### src/strap_pkg.sv
// Purpose: Shared constants and types for the strap sampling and pin function block
// Assumes: Pin bit order {test, ac1, ac0, if1, if0} in the captured strap word
// Notes:   Counts are in core clock cycles
package strap_pkg;

	// Operating modes of the serial pins
	typedef enum logic [1:0] {
		MODE_STRAP,
		MODE_SPI_SERVER,
		MODE_SPI_CLIENT,
		MODE_I2C
	} pin_mode_t;

	// Strap word layout
	localparam int STRAP_WIDTH = 5;
	localparam int STRAP_IF0 = 0;
	localparam int STRAP_IF1 = 1;
	localparam int STRAP_AC0 = 2;
	localparam int STRAP_AC1 = 3;
	localparam int STRAP_TEST = 4;

	// Physical pin index in the synchroniser vector
	localparam int PIN_GP0 = 0;
	localparam int PIN_GP1 = 1;
	localparam int PIN_GP2 = 2;
	localparam int PIN_GP3 = 3;
	localparam int PIN_CSN = 4;
	localparam int PIN_SCLK = 5;
	localparam int PIN_MISO = 6;
	localparam int PIN_MOSI = 7;
	localparam int PIN_COUNT = 8;

	// Decodes
	localparam logic [1:0] IF_MODE_SPI = 2'h3;
	localparam logic [1:0] AC_NONE = 2'h0;
	localparam logic [4:0] I2C_ADDR_BASE = 5'h1B;
	localparam logic [1:0] OSC_SEL_XTAL = 2'h1;
	localparam logic [1:0] OSC_SEL_SINGLE = 2'h2;
	localparam int THIRD_CLOCK = 2;

	// Cycles after reset release before straps are taken, covers the synchroniser
	localparam logic [1:0] STRAP_SETTLE_CYCLES = 2'h3;
	// Half period of the server clock in core cycles
	localparam logic [3:0] SERVER_SCLK_HALF = 4'h2;

	// Reset values
	localparam logic [STRAP_WIDTH-1:0] STRAP_RESET = 5'h00;
	localparam logic [3:0] CLOCK_EN_RESET = 4'h0;

endpackage : strap_pkg

### src/pin_sync.sv
// Purpose: Two flip-flop synchroniser for pin levels
// Assumes: Inputs are asynchronous to core_clk_in
// Notes:   No reset, so no pin level is forced into a flop at reset
`timescale 1ns/1ps
module pin_sync #(
	parameter int WIDTH = 1
) (
	// Clock
	input  wire logic             core_clk_in,
	input  wire logic             clk_en_in,
	// Data
	input  wire logic [WIDTH-1:0] async_in,
	output logic      [WIDTH-1:0] sync_out
);

	logic [WIDTH-1:0] stage1;

	always_ff @(posedge core_clk_in) begin
		if (clk_en_in) begin
			stage1 <= async_in;
			sync_out <= stage1;
		end
	end

endmodule : pin_sync

### src/strap_pin_ctrl.sv
// Purpose: Strap capture at reset release and pin function control afterwards
// Assumes: Pin levels are asynchronous; control ports are on core_clk_in
// Notes:   Every pin is an in, out and output-enable triple
//
// How it works
// - Low reset pin clears all state except the pin synchroniser at once, no clock needed.
// - Block stays in reset for as long as the reset pin is low.
// - Auto-config pins sampled at reset release give the configuration selector.
// - After reset, auto-config pins are general pins 0 and 1 under control 1.
// - Test strap high at reset release enters factory test mode.
// - After reset, test pin is general pin 2 under control 2.
// - Third clock positive pin is general pin 3 when that clock is unused.
// - Two interface straps sampled together select the processor interface mode.
// - SPI client drives read data on MISO during reads.
// - SPI server drives chip select and clock toward the EEPROM.
// - SPI server sends on MOSI and captures EEPROM data from MISO.
// - I2C client uses SDA both ways; master supplies SCL.
// - Each input clock has an enable bit; zero disables that input.
// - Source field 01 enables crystal driver, 10 enables single-ended input.
// - Early revision drives MISO low or off during I2C accesses.
// - Every general and serial pin has a disableable output driver.
// - All five strap levels are latched into a status word at release.
// - Interface straps 00, 01, 10 give I2C addresses; 11 gives SPI.
// - External EEPROM, SPI, nonzero selector: server load first, then client.
`timescale 1ns/1ps
module strap_pin_ctrl
	import strap_pkg::*;
#(
	parameter bit EXT_EEPROM = 1'b1,
	parameter bit FIRST_REV  = 1'b0
) (
	// Clock, reset, enable
	input  wire logic       core_clk_in,
	input  wire logic       rst_n_in,
	input  wire logic       clk_en_in,
	// General pins 0 to 2 and third clock positive pin
	input  wire logic       general_pin_0_in,
	output logic            general_pin_0_out,
	output logic            general_pin_0_oe_out,
	input  wire logic       general_pin_1_in,
	output logic            general_pin_1_out,
	output logic            general_pin_1_oe_out,
	input  wire logic       general_pin_2_in,
	output logic            general_pin_2_out,
	output logic            general_pin_2_oe_out,
	input  wire logic       third_input_pos_in,
	output logic            third_input_pos_out,
	output logic            third_input_pos_oe_out,
	// Serial pins
	input  wire logic       chip_select_n_in,
	output logic            chip_select_n_out,
	output logic            chip_select_n_oe_out,
	input  wire logic       sclk_in,
	output logic            sclk_out,
	output logic            sclk_oe_out,
	input  wire logic       miso_in,
	output logic            miso_out,
	output logic            miso_oe_out,
	input  wire logic       mosi_sda_in,
	output logic            mosi_sda_out,
	output logic            mosi_sda_oe_out,
	// Control bits
	input  wire logic [3:0] general_pin_control_1_in,
	input  wire logic [3:0] general_pin_control_2_in,
	input  wire logic [3:0] input_clock_enable_reg_in,
	input  wire logic [1:0] osc_source_sel_in,
	// Serial engine side
	input  wire logic       client_miso_data_in,
	input  wire logic       client_miso_en_in,
	input  wire logic       server_cs_n_in,
	input  wire logic       server_mosi_in,
	input  wire logic       autoconfig_done_in,
	input  wire logic       i2c_sda_low_in,
	input  wire logic       i2c_busy_in,
	// Status and decoded configuration
	output logic [3:0]      general_pin_state_reg_out,
	output logic [4:0]      strap_capture_reg_out,
	output logic            strap_valid_out,
	output logic [1:0]      auto_config_select_out,
	output logic            test_mode_out,
	output logic [6:0]      i2c_addr_out,
	output logic            spi_server_active_out,
	output logic            spi_client_active_out,
	output logic            i2c_active_out,
	// Clock source enables
	output logic [3:0]      input_clock_enable_bit_out,
	output logic            xtal_driver_en_out,
	output logic            osc_in_a_en_out,
	// Synchronised serial levels and edges for the engine
	output logic            spi_cs_n_out,
	output logic            serial_data_out,
	output logic            eeprom_miso_out,
	output logic            serial_clk_rise_out,
	output logic            serial_clk_fall_out,
	output logic            server_clk_rise_out
);

	// Synchronised pins
	logic [PIN_COUNT-1:0] pin_raw;
	logic [PIN_COUNT-1:0] pin_sync_q;

	assign pin_raw = {mosi_sda_in, miso_in, sclk_in, chip_select_n_in,
		third_input_pos_in, general_pin_2_in, general_pin_1_in, general_pin_0_in};

	pin_sync #(
		.WIDTH (PIN_COUNT)
	) u_pin_sync (
		.core_clk_in (core_clk_in),
		.clk_en_in   (clk_en_in),
		.async_in    (pin_raw),
		.sync_out    (pin_sync_q)
	);

	// Strap capture state
	logic [1:0]             settle_cnt;
	logic [STRAP_WIDTH-1:0] strap;
	logic                   strap_valid;
	pin_mode_t              mode;
	pin_mode_t              next_mode;
	logic [3:0]             sclk_div_cnt;
	logic                   sclk_gen;
	logic                   sclk_prev;

	wire [STRAP_WIDTH-1:0] pin_strap = {pin_sync_q[PIN_GP2], pin_sync_q[PIN_GP1],
		pin_sync_q[PIN_GP0], pin_sync_q[PIN_MISO], pin_sync_q[PIN_CSN]};
	wire capture_now = !strap_valid && (settle_cnt == STRAP_SETTLE_CYCLES);
	wire [1:0] cap_if = pin_strap[STRAP_IF1:STRAP_IF0];
	wire [1:0] cap_ac = pin_strap[STRAP_AC1:STRAP_AC0];
	wire cap_server = EXT_EEPROM && (cap_if == IF_MODE_SPI) && (cap_ac != AC_NONE);

	// Mode selection
	always_comb begin
		next_mode = mode;
		case (mode)
			MODE_STRAP: begin
				if (capture_now) begin
					if (cap_if != IF_MODE_SPI)
						next_mode = MODE_I2C;
					else if (cap_server)
						next_mode = MODE_SPI_SERVER;
					else
						next_mode = MODE_SPI_CLIENT;
				end
			end
			MODE_SPI_SERVER: begin
				if (autoconfig_done_in)
					next_mode = MODE_SPI_CLIENT;
			end
			MODE_SPI_CLIENT: next_mode = MODE_SPI_CLIENT;
			MODE_I2C: next_mode = MODE_I2C;
			default: next_mode = MODE_STRAP;
		endcase
	end

	// Async reset clears everything while the pin is low
	always_ff @(posedge core_clk_in or negedge rst_n_in) begin
		if (!rst_n_in) begin
			settle_cnt <= 2'h0;
			strap <= STRAP_RESET;
			strap_valid <= 1'b0;
			mode <= MODE_STRAP;
		end else if (clk_en_in) begin
			if (!strap_valid)
				settle_cnt <= settle_cnt + 2'h1;
			if (capture_now) begin
				strap <= pin_strap;
				strap_valid <= 1'b1;
			end
			mode <= next_mode;
		end
	end

	// Server clock divider, only runs while loading from the EEPROM
	wire server_on = (mode == MODE_SPI_SERVER);
	wire div_wrap = (sclk_div_cnt == SERVER_SCLK_HALF - 4'h1);

	always_ff @(posedge core_clk_in or negedge rst_n_in) begin
		if (!rst_n_in) begin
			sclk_div_cnt <= 4'h0;
			sclk_gen <= 1'b0;
			sclk_prev <= 1'b0;
		end else if (clk_en_in) begin
			sclk_prev <= pin_sync_q[PIN_SCLK];
			if (!server_on) begin
				sclk_div_cnt <= 4'h0;
				sclk_gen <= 1'b0;
			end else if (div_wrap) begin
				sclk_div_cnt <= 4'h0;
				sclk_gen <= !sclk_gen;
			end else begin
				sclk_div_cnt <= sclk_div_cnt + 4'h1;
			end
		end
	end

	// Pin drive decode
	wire gp_on = strap_valid;
	wire gp3_free = !input_clock_enable_reg_in[THIRD_CLOCK];
	wire client_on = (mode == MODE_SPI_CLIENT);
	wire i2c_on = (mode == MODE_I2C);

	wire next_gp0_oe = gp_on && general_pin_control_1_in[1];
	wire next_gp1_oe = gp_on && general_pin_control_1_in[3];
	wire next_gp2_oe = gp_on && general_pin_control_2_in[1];
	wire next_gp3_oe = gp_on && gp3_free && general_pin_control_2_in[3];
	wire next_csn_oe = server_on;
	wire next_sclk_oe = server_on;
	wire client_read = client_on && client_miso_en_in && !pin_sync_q[PIN_CSN];
	wire next_miso_oe = client_read || (FIRST_REV && i2c_on && i2c_busy_in);
	wire next_miso = client_read && client_miso_data_in;
	wire next_mosi_oe = server_on || (i2c_on && i2c_sda_low_in);
	wire next_mosi = server_on && server_mosi_in;
	wire next_srv_rise = server_on && div_wrap && !sclk_gen;

	// Registered pin outputs
	always_ff @(posedge core_clk_in or negedge rst_n_in) begin
		if (!rst_n_in) begin
			general_pin_0_oe_out <= 1'b0;
			general_pin_1_oe_out <= 1'b0;
			general_pin_2_oe_out <= 1'b0;
			third_input_pos_oe_out <= 1'b0;
			general_pin_0_out <= 1'b0;
			general_pin_1_out <= 1'b0;
			general_pin_2_out <= 1'b0;
			third_input_pos_out <= 1'b0;
			chip_select_n_oe_out <= 1'b0;
			chip_select_n_out <= 1'b1;
			sclk_oe_out <= 1'b0;
			sclk_out <= 1'b0;
			miso_oe_out <= 1'b0;
			miso_out <= 1'b0;
			mosi_sda_oe_out <= 1'b0;
			mosi_sda_out <= 1'b0;
		end else if (clk_en_in) begin
			general_pin_0_oe_out <= next_gp0_oe;
			general_pin_1_oe_out <= next_gp1_oe;
			general_pin_2_oe_out <= next_gp2_oe;
			third_input_pos_oe_out <= next_gp3_oe;
			general_pin_0_out <= general_pin_control_1_in[0];
			general_pin_1_out <= general_pin_control_1_in[2];
			general_pin_2_out <= general_pin_control_2_in[0];
			third_input_pos_out <= general_pin_control_2_in[2];
			chip_select_n_oe_out <= next_csn_oe;
			chip_select_n_out <= !server_on || server_cs_n_in;
			sclk_oe_out <= next_sclk_oe;
			sclk_out <= sclk_gen;
			miso_oe_out <= next_miso_oe;
			miso_out <= next_miso;
			mosi_sda_oe_out <= next_mosi_oe;
			mosi_sda_out <= next_mosi;
		end
	end

	// Registered status and engine outputs
	always_ff @(posedge core_clk_in or negedge rst_n_in) begin
		if (!rst_n_in) begin
			general_pin_state_reg_out <= 4'h0;
			spi_cs_n_out <= 1'b1;
			serial_data_out <= 1'b1;
			eeprom_miso_out <= 1'b1;
			serial_clk_rise_out <= 1'b0;
			serial_clk_fall_out <= 1'b0;
			server_clk_rise_out <= 1'b0;
		end else if (clk_en_in) begin
			general_pin_state_reg_out <= pin_sync_q[PIN_GP3:PIN_GP0];
			spi_cs_n_out <= !client_on || pin_sync_q[PIN_CSN];
			serial_data_out <= pin_sync_q[PIN_MOSI];
			eeprom_miso_out <= pin_sync_q[PIN_MISO];
			serial_clk_rise_out <= pin_sync_q[PIN_SCLK] && !sclk_prev;
			serial_clk_fall_out <= !pin_sync_q[PIN_SCLK] && sclk_prev;
			server_clk_rise_out <= next_srv_rise;
		end
	end

	// Registered configuration outputs
	always_ff @(posedge core_clk_in or negedge rst_n_in) begin
		if (!rst_n_in) begin
			strap_capture_reg_out <= STRAP_RESET;
			strap_valid_out <= 1'b0;
			auto_config_select_out <= 2'h0;
			test_mode_out <= 1'b0;
			i2c_addr_out <= 7'h00;
			spi_server_active_out <= 1'b0;
			spi_client_active_out <= 1'b0;
			i2c_active_out <= 1'b0;
			input_clock_enable_bit_out <= CLOCK_EN_RESET;
			xtal_driver_en_out <= 1'b0;
			osc_in_a_en_out <= 1'b0;
		end else if (clk_en_in) begin
			strap_capture_reg_out <= strap;
			strap_valid_out <= strap_valid;
			auto_config_select_out <= strap[STRAP_AC1:STRAP_AC0];
			test_mode_out <= strap_valid && strap[STRAP_TEST];
			i2c_addr_out <= {I2C_ADDR_BASE, strap[STRAP_IF1:STRAP_IF0]};
			spi_server_active_out <= server_on;
			spi_client_active_out <= client_on;
			i2c_active_out <= i2c_on;
			input_clock_enable_bit_out <= input_clock_enable_reg_in;
			xtal_driver_en_out <= (osc_source_sel_in == OSC_SEL_XTAL);
			osc_in_a_en_out <= (osc_source_sel_in == OSC_SEL_SINGLE);
		end
	end

	// Checks
	a_strap_held: assert property (@(posedge core_clk_in) disable iff (!rst_n_in)
		strap_valid |=> strap_valid && $stable(strap))
		else $error("strap word changed after capture");
	a_strap_latch: assert property (@(posedge core_clk_in) disable iff (!rst_n_in)
		clk_en_in && capture_now |=> strap == $past(pin_strap))
		else $error("strap word not latched from pins");
	a_pins_quiet: assert property (@(posedge core_clk_in) disable iff (!rst_n_in)
		!strap_valid_out |-> !general_pin_0_oe_out && !general_pin_2_oe_out
			&& !miso_oe_out && !chip_select_n_oe_out && !mosi_sda_oe_out)
		else $error("pin driven before straps taken");
	a_mode_decode: assert property (@(posedge core_clk_in) disable iff (!rst_n_in)
		clk_en_in && capture_now |=> (mode == MODE_I2C) == ($past(cap_if) != IF_MODE_SPI))
		else $error("interface mode does not follow straps");
	a_server_ends: assert property (@(posedge core_clk_in) disable iff (!rst_n_in)
		clk_en_in && server_on && autoconfig_done_in |=> mode == MODE_SPI_CLIENT)
		else $error("server load did not hand over to client");
	a_server_drive: assert property (@(posedge core_clk_in) disable iff (!rst_n_in)
		clk_en_in && server_on |=> chip_select_n_oe_out && sclk_oe_out && mosi_sda_oe_out)
		else $error("server mode not driving its pins");
	a_gp3_blocked: assert property (@(posedge core_clk_in) disable iff (!rst_n_in)
		clk_en_in && input_clock_enable_reg_in[THIRD_CLOCK] |=> !third_input_pos_oe_out)
		else $error("third clock pin driven while clock in use");
	a_i2c_addr: assert property (@(posedge core_clk_in) disable iff (!rst_n_in)
		strap_valid_out && $stable(strap_valid_out) |->
			i2c_addr_out == {I2C_ADDR_BASE, strap_capture_reg_out[1:0]})
		else $error("client address mismatch");
	a_xtal_sel: assert property (@(posedge core_clk_in) disable iff (!rst_n_in)
		clk_en_in && osc_source_sel_in == OSC_SEL_XTAL |=> xtal_driver_en_out && !osc_in_a_en_out)
		else $error("crystal driver not enabled");
	a_miso_read: assert property (@(posedge core_clk_in) disable iff (!rst_n_in)
		clk_en_in && client_on && client_miso_en_in && !pin_sync_q[PIN_CSN]
			|=> miso_oe_out && miso_out == $past(client_miso_data_in))
		else $error("client read data not on MISO");
	a_test_mode: assert property (@(posedge core_clk_in) disable iff (!rst_n_in)
		clk_en_in && strap_valid |=> test_mode_out == strap[STRAP_TEST])
		else $error("test mode does not follow strap");
	a_sclk_period: assert property (@(posedge core_clk_in) disable iff (!rst_n_in)
		clk_en_in && server_on && $rose(sclk_gen) |-> !div_wrap ##1 (sclk_gen || !server_on))
		else $error("server clock half period wrong");

endmodule : strap_pin_ctrl

### config.mk
export PLATFORM = sky130hd
export DESIGN_NAME = strap_pin_ctrl
export DESIGN_NICKNAME = d
export VERILOG_FILES = /design/src/strap_pkg.sv /design/src/pin_sync.sv /design/src/strap_pin_ctrl.sv
export SDC_FILE = /design/constraint.sdc
export NUM_CORES = 1
export LEC_CHECK = 0
export BUFFER_PORTS_ARGS = -buffer_cell sky130_fd_sc_hd__buf_2
export CAP_MARGIN = 20
export CELL_PAD_IN_SITES_DETAIL_PLACEMENT = 1
export CELL_PAD_IN_SITES_GLOBAL_PLACEMENT = 1
export CORE_MARGIN = 5
export CORE_UTILIZATION = 44
export DETAILED_ROUTE_END_ITERATION = 8
export GPL_ROUTABILITY_DRIVEN = 0
export PLACE_DENSITY = 0.92
export SKIP_LAST_GASP = 1
export SLEW_MARGIN = 20
export SYNTH_ARGS = -nofsm -noshare
export SYNTH_HDL_FRONTEND = slang
export SYNTH_SLANG_ARGS = --single-unit
export TNS_END_PERCENT = 100
### constraint.sdc
create_clock -name core_clk_in -period 2.2 [get_ports core_clk_in]
set_input_delay 0.22 -clock core_clk_in [delete_from_list [all_inputs] [get_ports core_clk_in]]
set_output_delay 0.22 -clock core_clk_in [all_outputs]
set_load 0.05 [all_outputs]
==> flow_summary.toml <==
[setup_path]
r2r_cells = 5
cp_top_family = "simple AND/OR/NAND/NOR gates"
crit_path_top_delay_cell = "dfrtp_1"
required_ns = 2.43
crit_arrival_ns = 1.65
critPathLaunchType = "flip-flop"
reg2reg_from = "sclk_div_cnt[1]$_DFFE_PN0P_"
max_stage_delay_ns = 0.40
crit_type = "reg -> reg"
critPathMaxFanout = 3
crit_chain = "inv_1 > ha_1 > nor3b_1 > nor3b_1 > mux2_2"
crit_buf_inv = 1
crit_path_end_kind = "flip-flop"
worstReg2RegEnd = "sclk_div_cnt[2]$_DFFE_PN0P_"
worst_path_most_repeated_cell = "nor3b_1"
r2r_setup_slack_ns = 0.78

[layout]
antenna_cells = 0
area_growth_syn_to_layout_pct = 18.88
fin_cells = 372
layout-drive-gt1-share = 0.4178
fillerInstances = 732
fin_area_um2 = 3530
nNetsFinal = 322

[floorplanning]
initial_core_util = 0.4444
io_pins = 83
fp.dieW_um = 92.15
die_area_um2 = 8491
dieHeight_um = 92.15
core_um2 = 6681
rows = 30

[grt]
grt_pass1_wl_mm = 10.28
grtUsageTotal = 0.1591
globalRouteOverflowTotal = 0
antenna_found_initial = 1
grt_pass1_vias = 2034
grt_max_degree = 58

[timing]
period_share = 0.6463
tightest_slew_ns = 0.7310
fmax_mhz = 703.4
finalMaxSlewViolations = 0
hold_ws_ns = 0.01153
finalCriticalPeriod_ns = 1.422
rsz0062_at_grt = "false"
fin_setup_tns_ns = 0
setup_viol = 0
slew_headroom = 0.5127
hold_viol_final = 0
fin_skew_ns = 0.005946

[yosys]
synth_nets = 246
synth_seq_cells = 73
postSynthAreaPerCell_um2 = 14.07
ys_async_sr_fraction = 0.7808
synth_common_cells = "dfrtp_1, mux2_1, edfxtp_1, inv_1, buf_4"
yosysTopAreaCell = "dfrtp_1"
yosys.area.top_type_share = 0.4467
synth-edff-count = 16
yosysSeqAreaShare = 0.6439
yosysMostFrequentCell = "dfrtp_1"
synth-main-ff-cell = "dfrtp_1"
synth_area_um2 = 2969
synth_area_leaders = "dfrtp_1, edfxtp_1, mux2_1"
ys_warn_count = 0
synth_cells = 211
synth_cell_types = 43

[drt]
drtIter0Drc = 51
wl_per_cell_um = 16.64
ant_nets = 0
first_pass_iters = 4
vias_per_cell = 4.941
wl_mm = 6.190
num_vias = 1838
drc_errors = 0

[hold_path]
min_path_type = "in -> async"

[place]
dp_cells = 356
dp_hpwl_mm = 4.520
port_buffers = 80
postPlaceCellArea_um2 = 3352

[clocking]
ctsHtreeMaxLevel = 3
holdBufCountCts = 0
cts-root-buf = "clkbuf_8"
clkTransAtPathRegs_ns = 0.08
numCtsBuffers = 9
clk_latency_ns = 0.34
cts.sinks = 73
clock_tree.buffer_depth = 2
cts_setup_buffers = 0
cts_tree = "done"
ctsResizeCount = 0

[pwr]
ir_drop_mv = 0.7643
p_total_mw = 3.765
leakage_nw = 1.695
power_density_nw_per_um2 = 1067

[run_status]
outcome = "complete, no violations"

[job]
drv_cap = 0
-- cell type report --
cell class | count | area, um^2 | share of cell area
Clock buffer | 9 | 123.9 | 0.03509
Tap cell | 80 | 100.1 | 0.02836
Timing Repair Buffer | 84 | 430.4 | 0.1219
Sequential cell | 73 | 1912 | 0.5417
Inverter | 17 | 63.81 | 0.01808
Clock inverter | 7 | 53.80 | 0.01524
Multi-Input combinational cell | 102 | 845.8 | 0.2396
-- worst max path at each step --
stage | end | startpoint | depth (start not counted)
detailed placement | sclk_div_cnt[2]$_DFFE_PN0P_ | sclk_div_cnt[1]$_DFFE_PN0P_ | 5
CTS | sclk_div_cnt[2]$_DFFE_PN0P_ | sclk_div_cnt[1]$_DFFE_PN0P_ | 5
global route | sclk_div_cnt[2]$_DFFE_PN0P_ | sclk_div_cnt[1]$_DFFE_PN0P_ | 5
finish | sclk_div_cnt[2]$_DFFE_PN0P_ | sclk_div_cnt[1]$_DFFE_PN0P_ | 5
floorplan | sclk_div_cnt[2]$_DFFE_PN0P_ | sclk_div_cnt[1]$_DFFE_PN0P_ | 5
global placement | sclk_div_cnt[2]$_DFFE_PN0P_ | sclk_div_cnt[1]$_DFFE_PN0P_ | 5
-- logic make-up (layout without fill, tap and decap cells) --
logic type	Yosys count	in the layout	synth area share
DFF	73	73	0.6439
and+or+nand+nor	36	36	0.08555
buffers and inverters	36	117	0.07122
AOI/OAI and AO/OA	31	31	0.06279
muxes	30	30	0.1197
adders and majority gates	3	3	0.01264
other	1	1	0.001263
xor gates and xnor gates	1	1	0.002950
-- cells in the final DEF, fill, tap and decap left out, drive strengths merged --
cell type,instances
a21o,3
o31ai,2
clkinvlp,3
buf,84
o2bb2ai,1
or3b,1
conb,1
edfxtp,16
nor4,1
nand2,5
inv,19
nand2b,3
nand3b,5
nand4b,1
nor3,1
o211ai,1
and3,1
mux2i,1
or2,1
nand4,1
o22ai,1
ha,3
clkbuf,9
nor3b,4
o21ai,19
xor2,1
dfrtp,53
clkinv,2
o41ai,1
mux2,29
dfstp,4
nor4b,1
nor2b,1
nor2,4
a21oi,3
nand3,6
-- power breakdown --
part           switching (mW)  total (mW)  leakage [nW]  internal, mW
clock                   0.524       0.940        0.0822         0.416
combinational           0.779        1.08         0.759         0.297
sequential              0.146        1.75         0.854          1.60
-- flip-flops by register name, summed over array words and instances, names as in the netlist, 2 cells and up --
name	cells
strap	5
general_pin_state_reg_out	4
u_pin_sync.stage1	8
mode	2
input_clock_enable_bit_out	4
strap_capture_reg_out	5
u_pin_sync.sync_out	8
sclk_div_cnt	4
settle_cnt	2
-- per-stage QoR --
| step | utilization | worst slack, ns |
|---|---|---|
| finish | 0.5283 | 0.7782 |
| global route | 0.5283 | 0.6590 |
| CTS | 0.5283 | 0.7748 |
| detailed placement | 0.5017 | 0.8071 |
| global placement | 0.5017 | 0.8274 |
| floorplan | - | 0.9159 |
-- layer usage --
layer,part of all wire,GRT usage,wire (um)
met5,0.0021,0,13
met3,0.044,0.03938,273
met2,0.53,0.2713,3250
met1,0.41,0.1879,2549
met4,0.017,0.07550,103
Note: power is estimated with default switching activity, not from simulation.
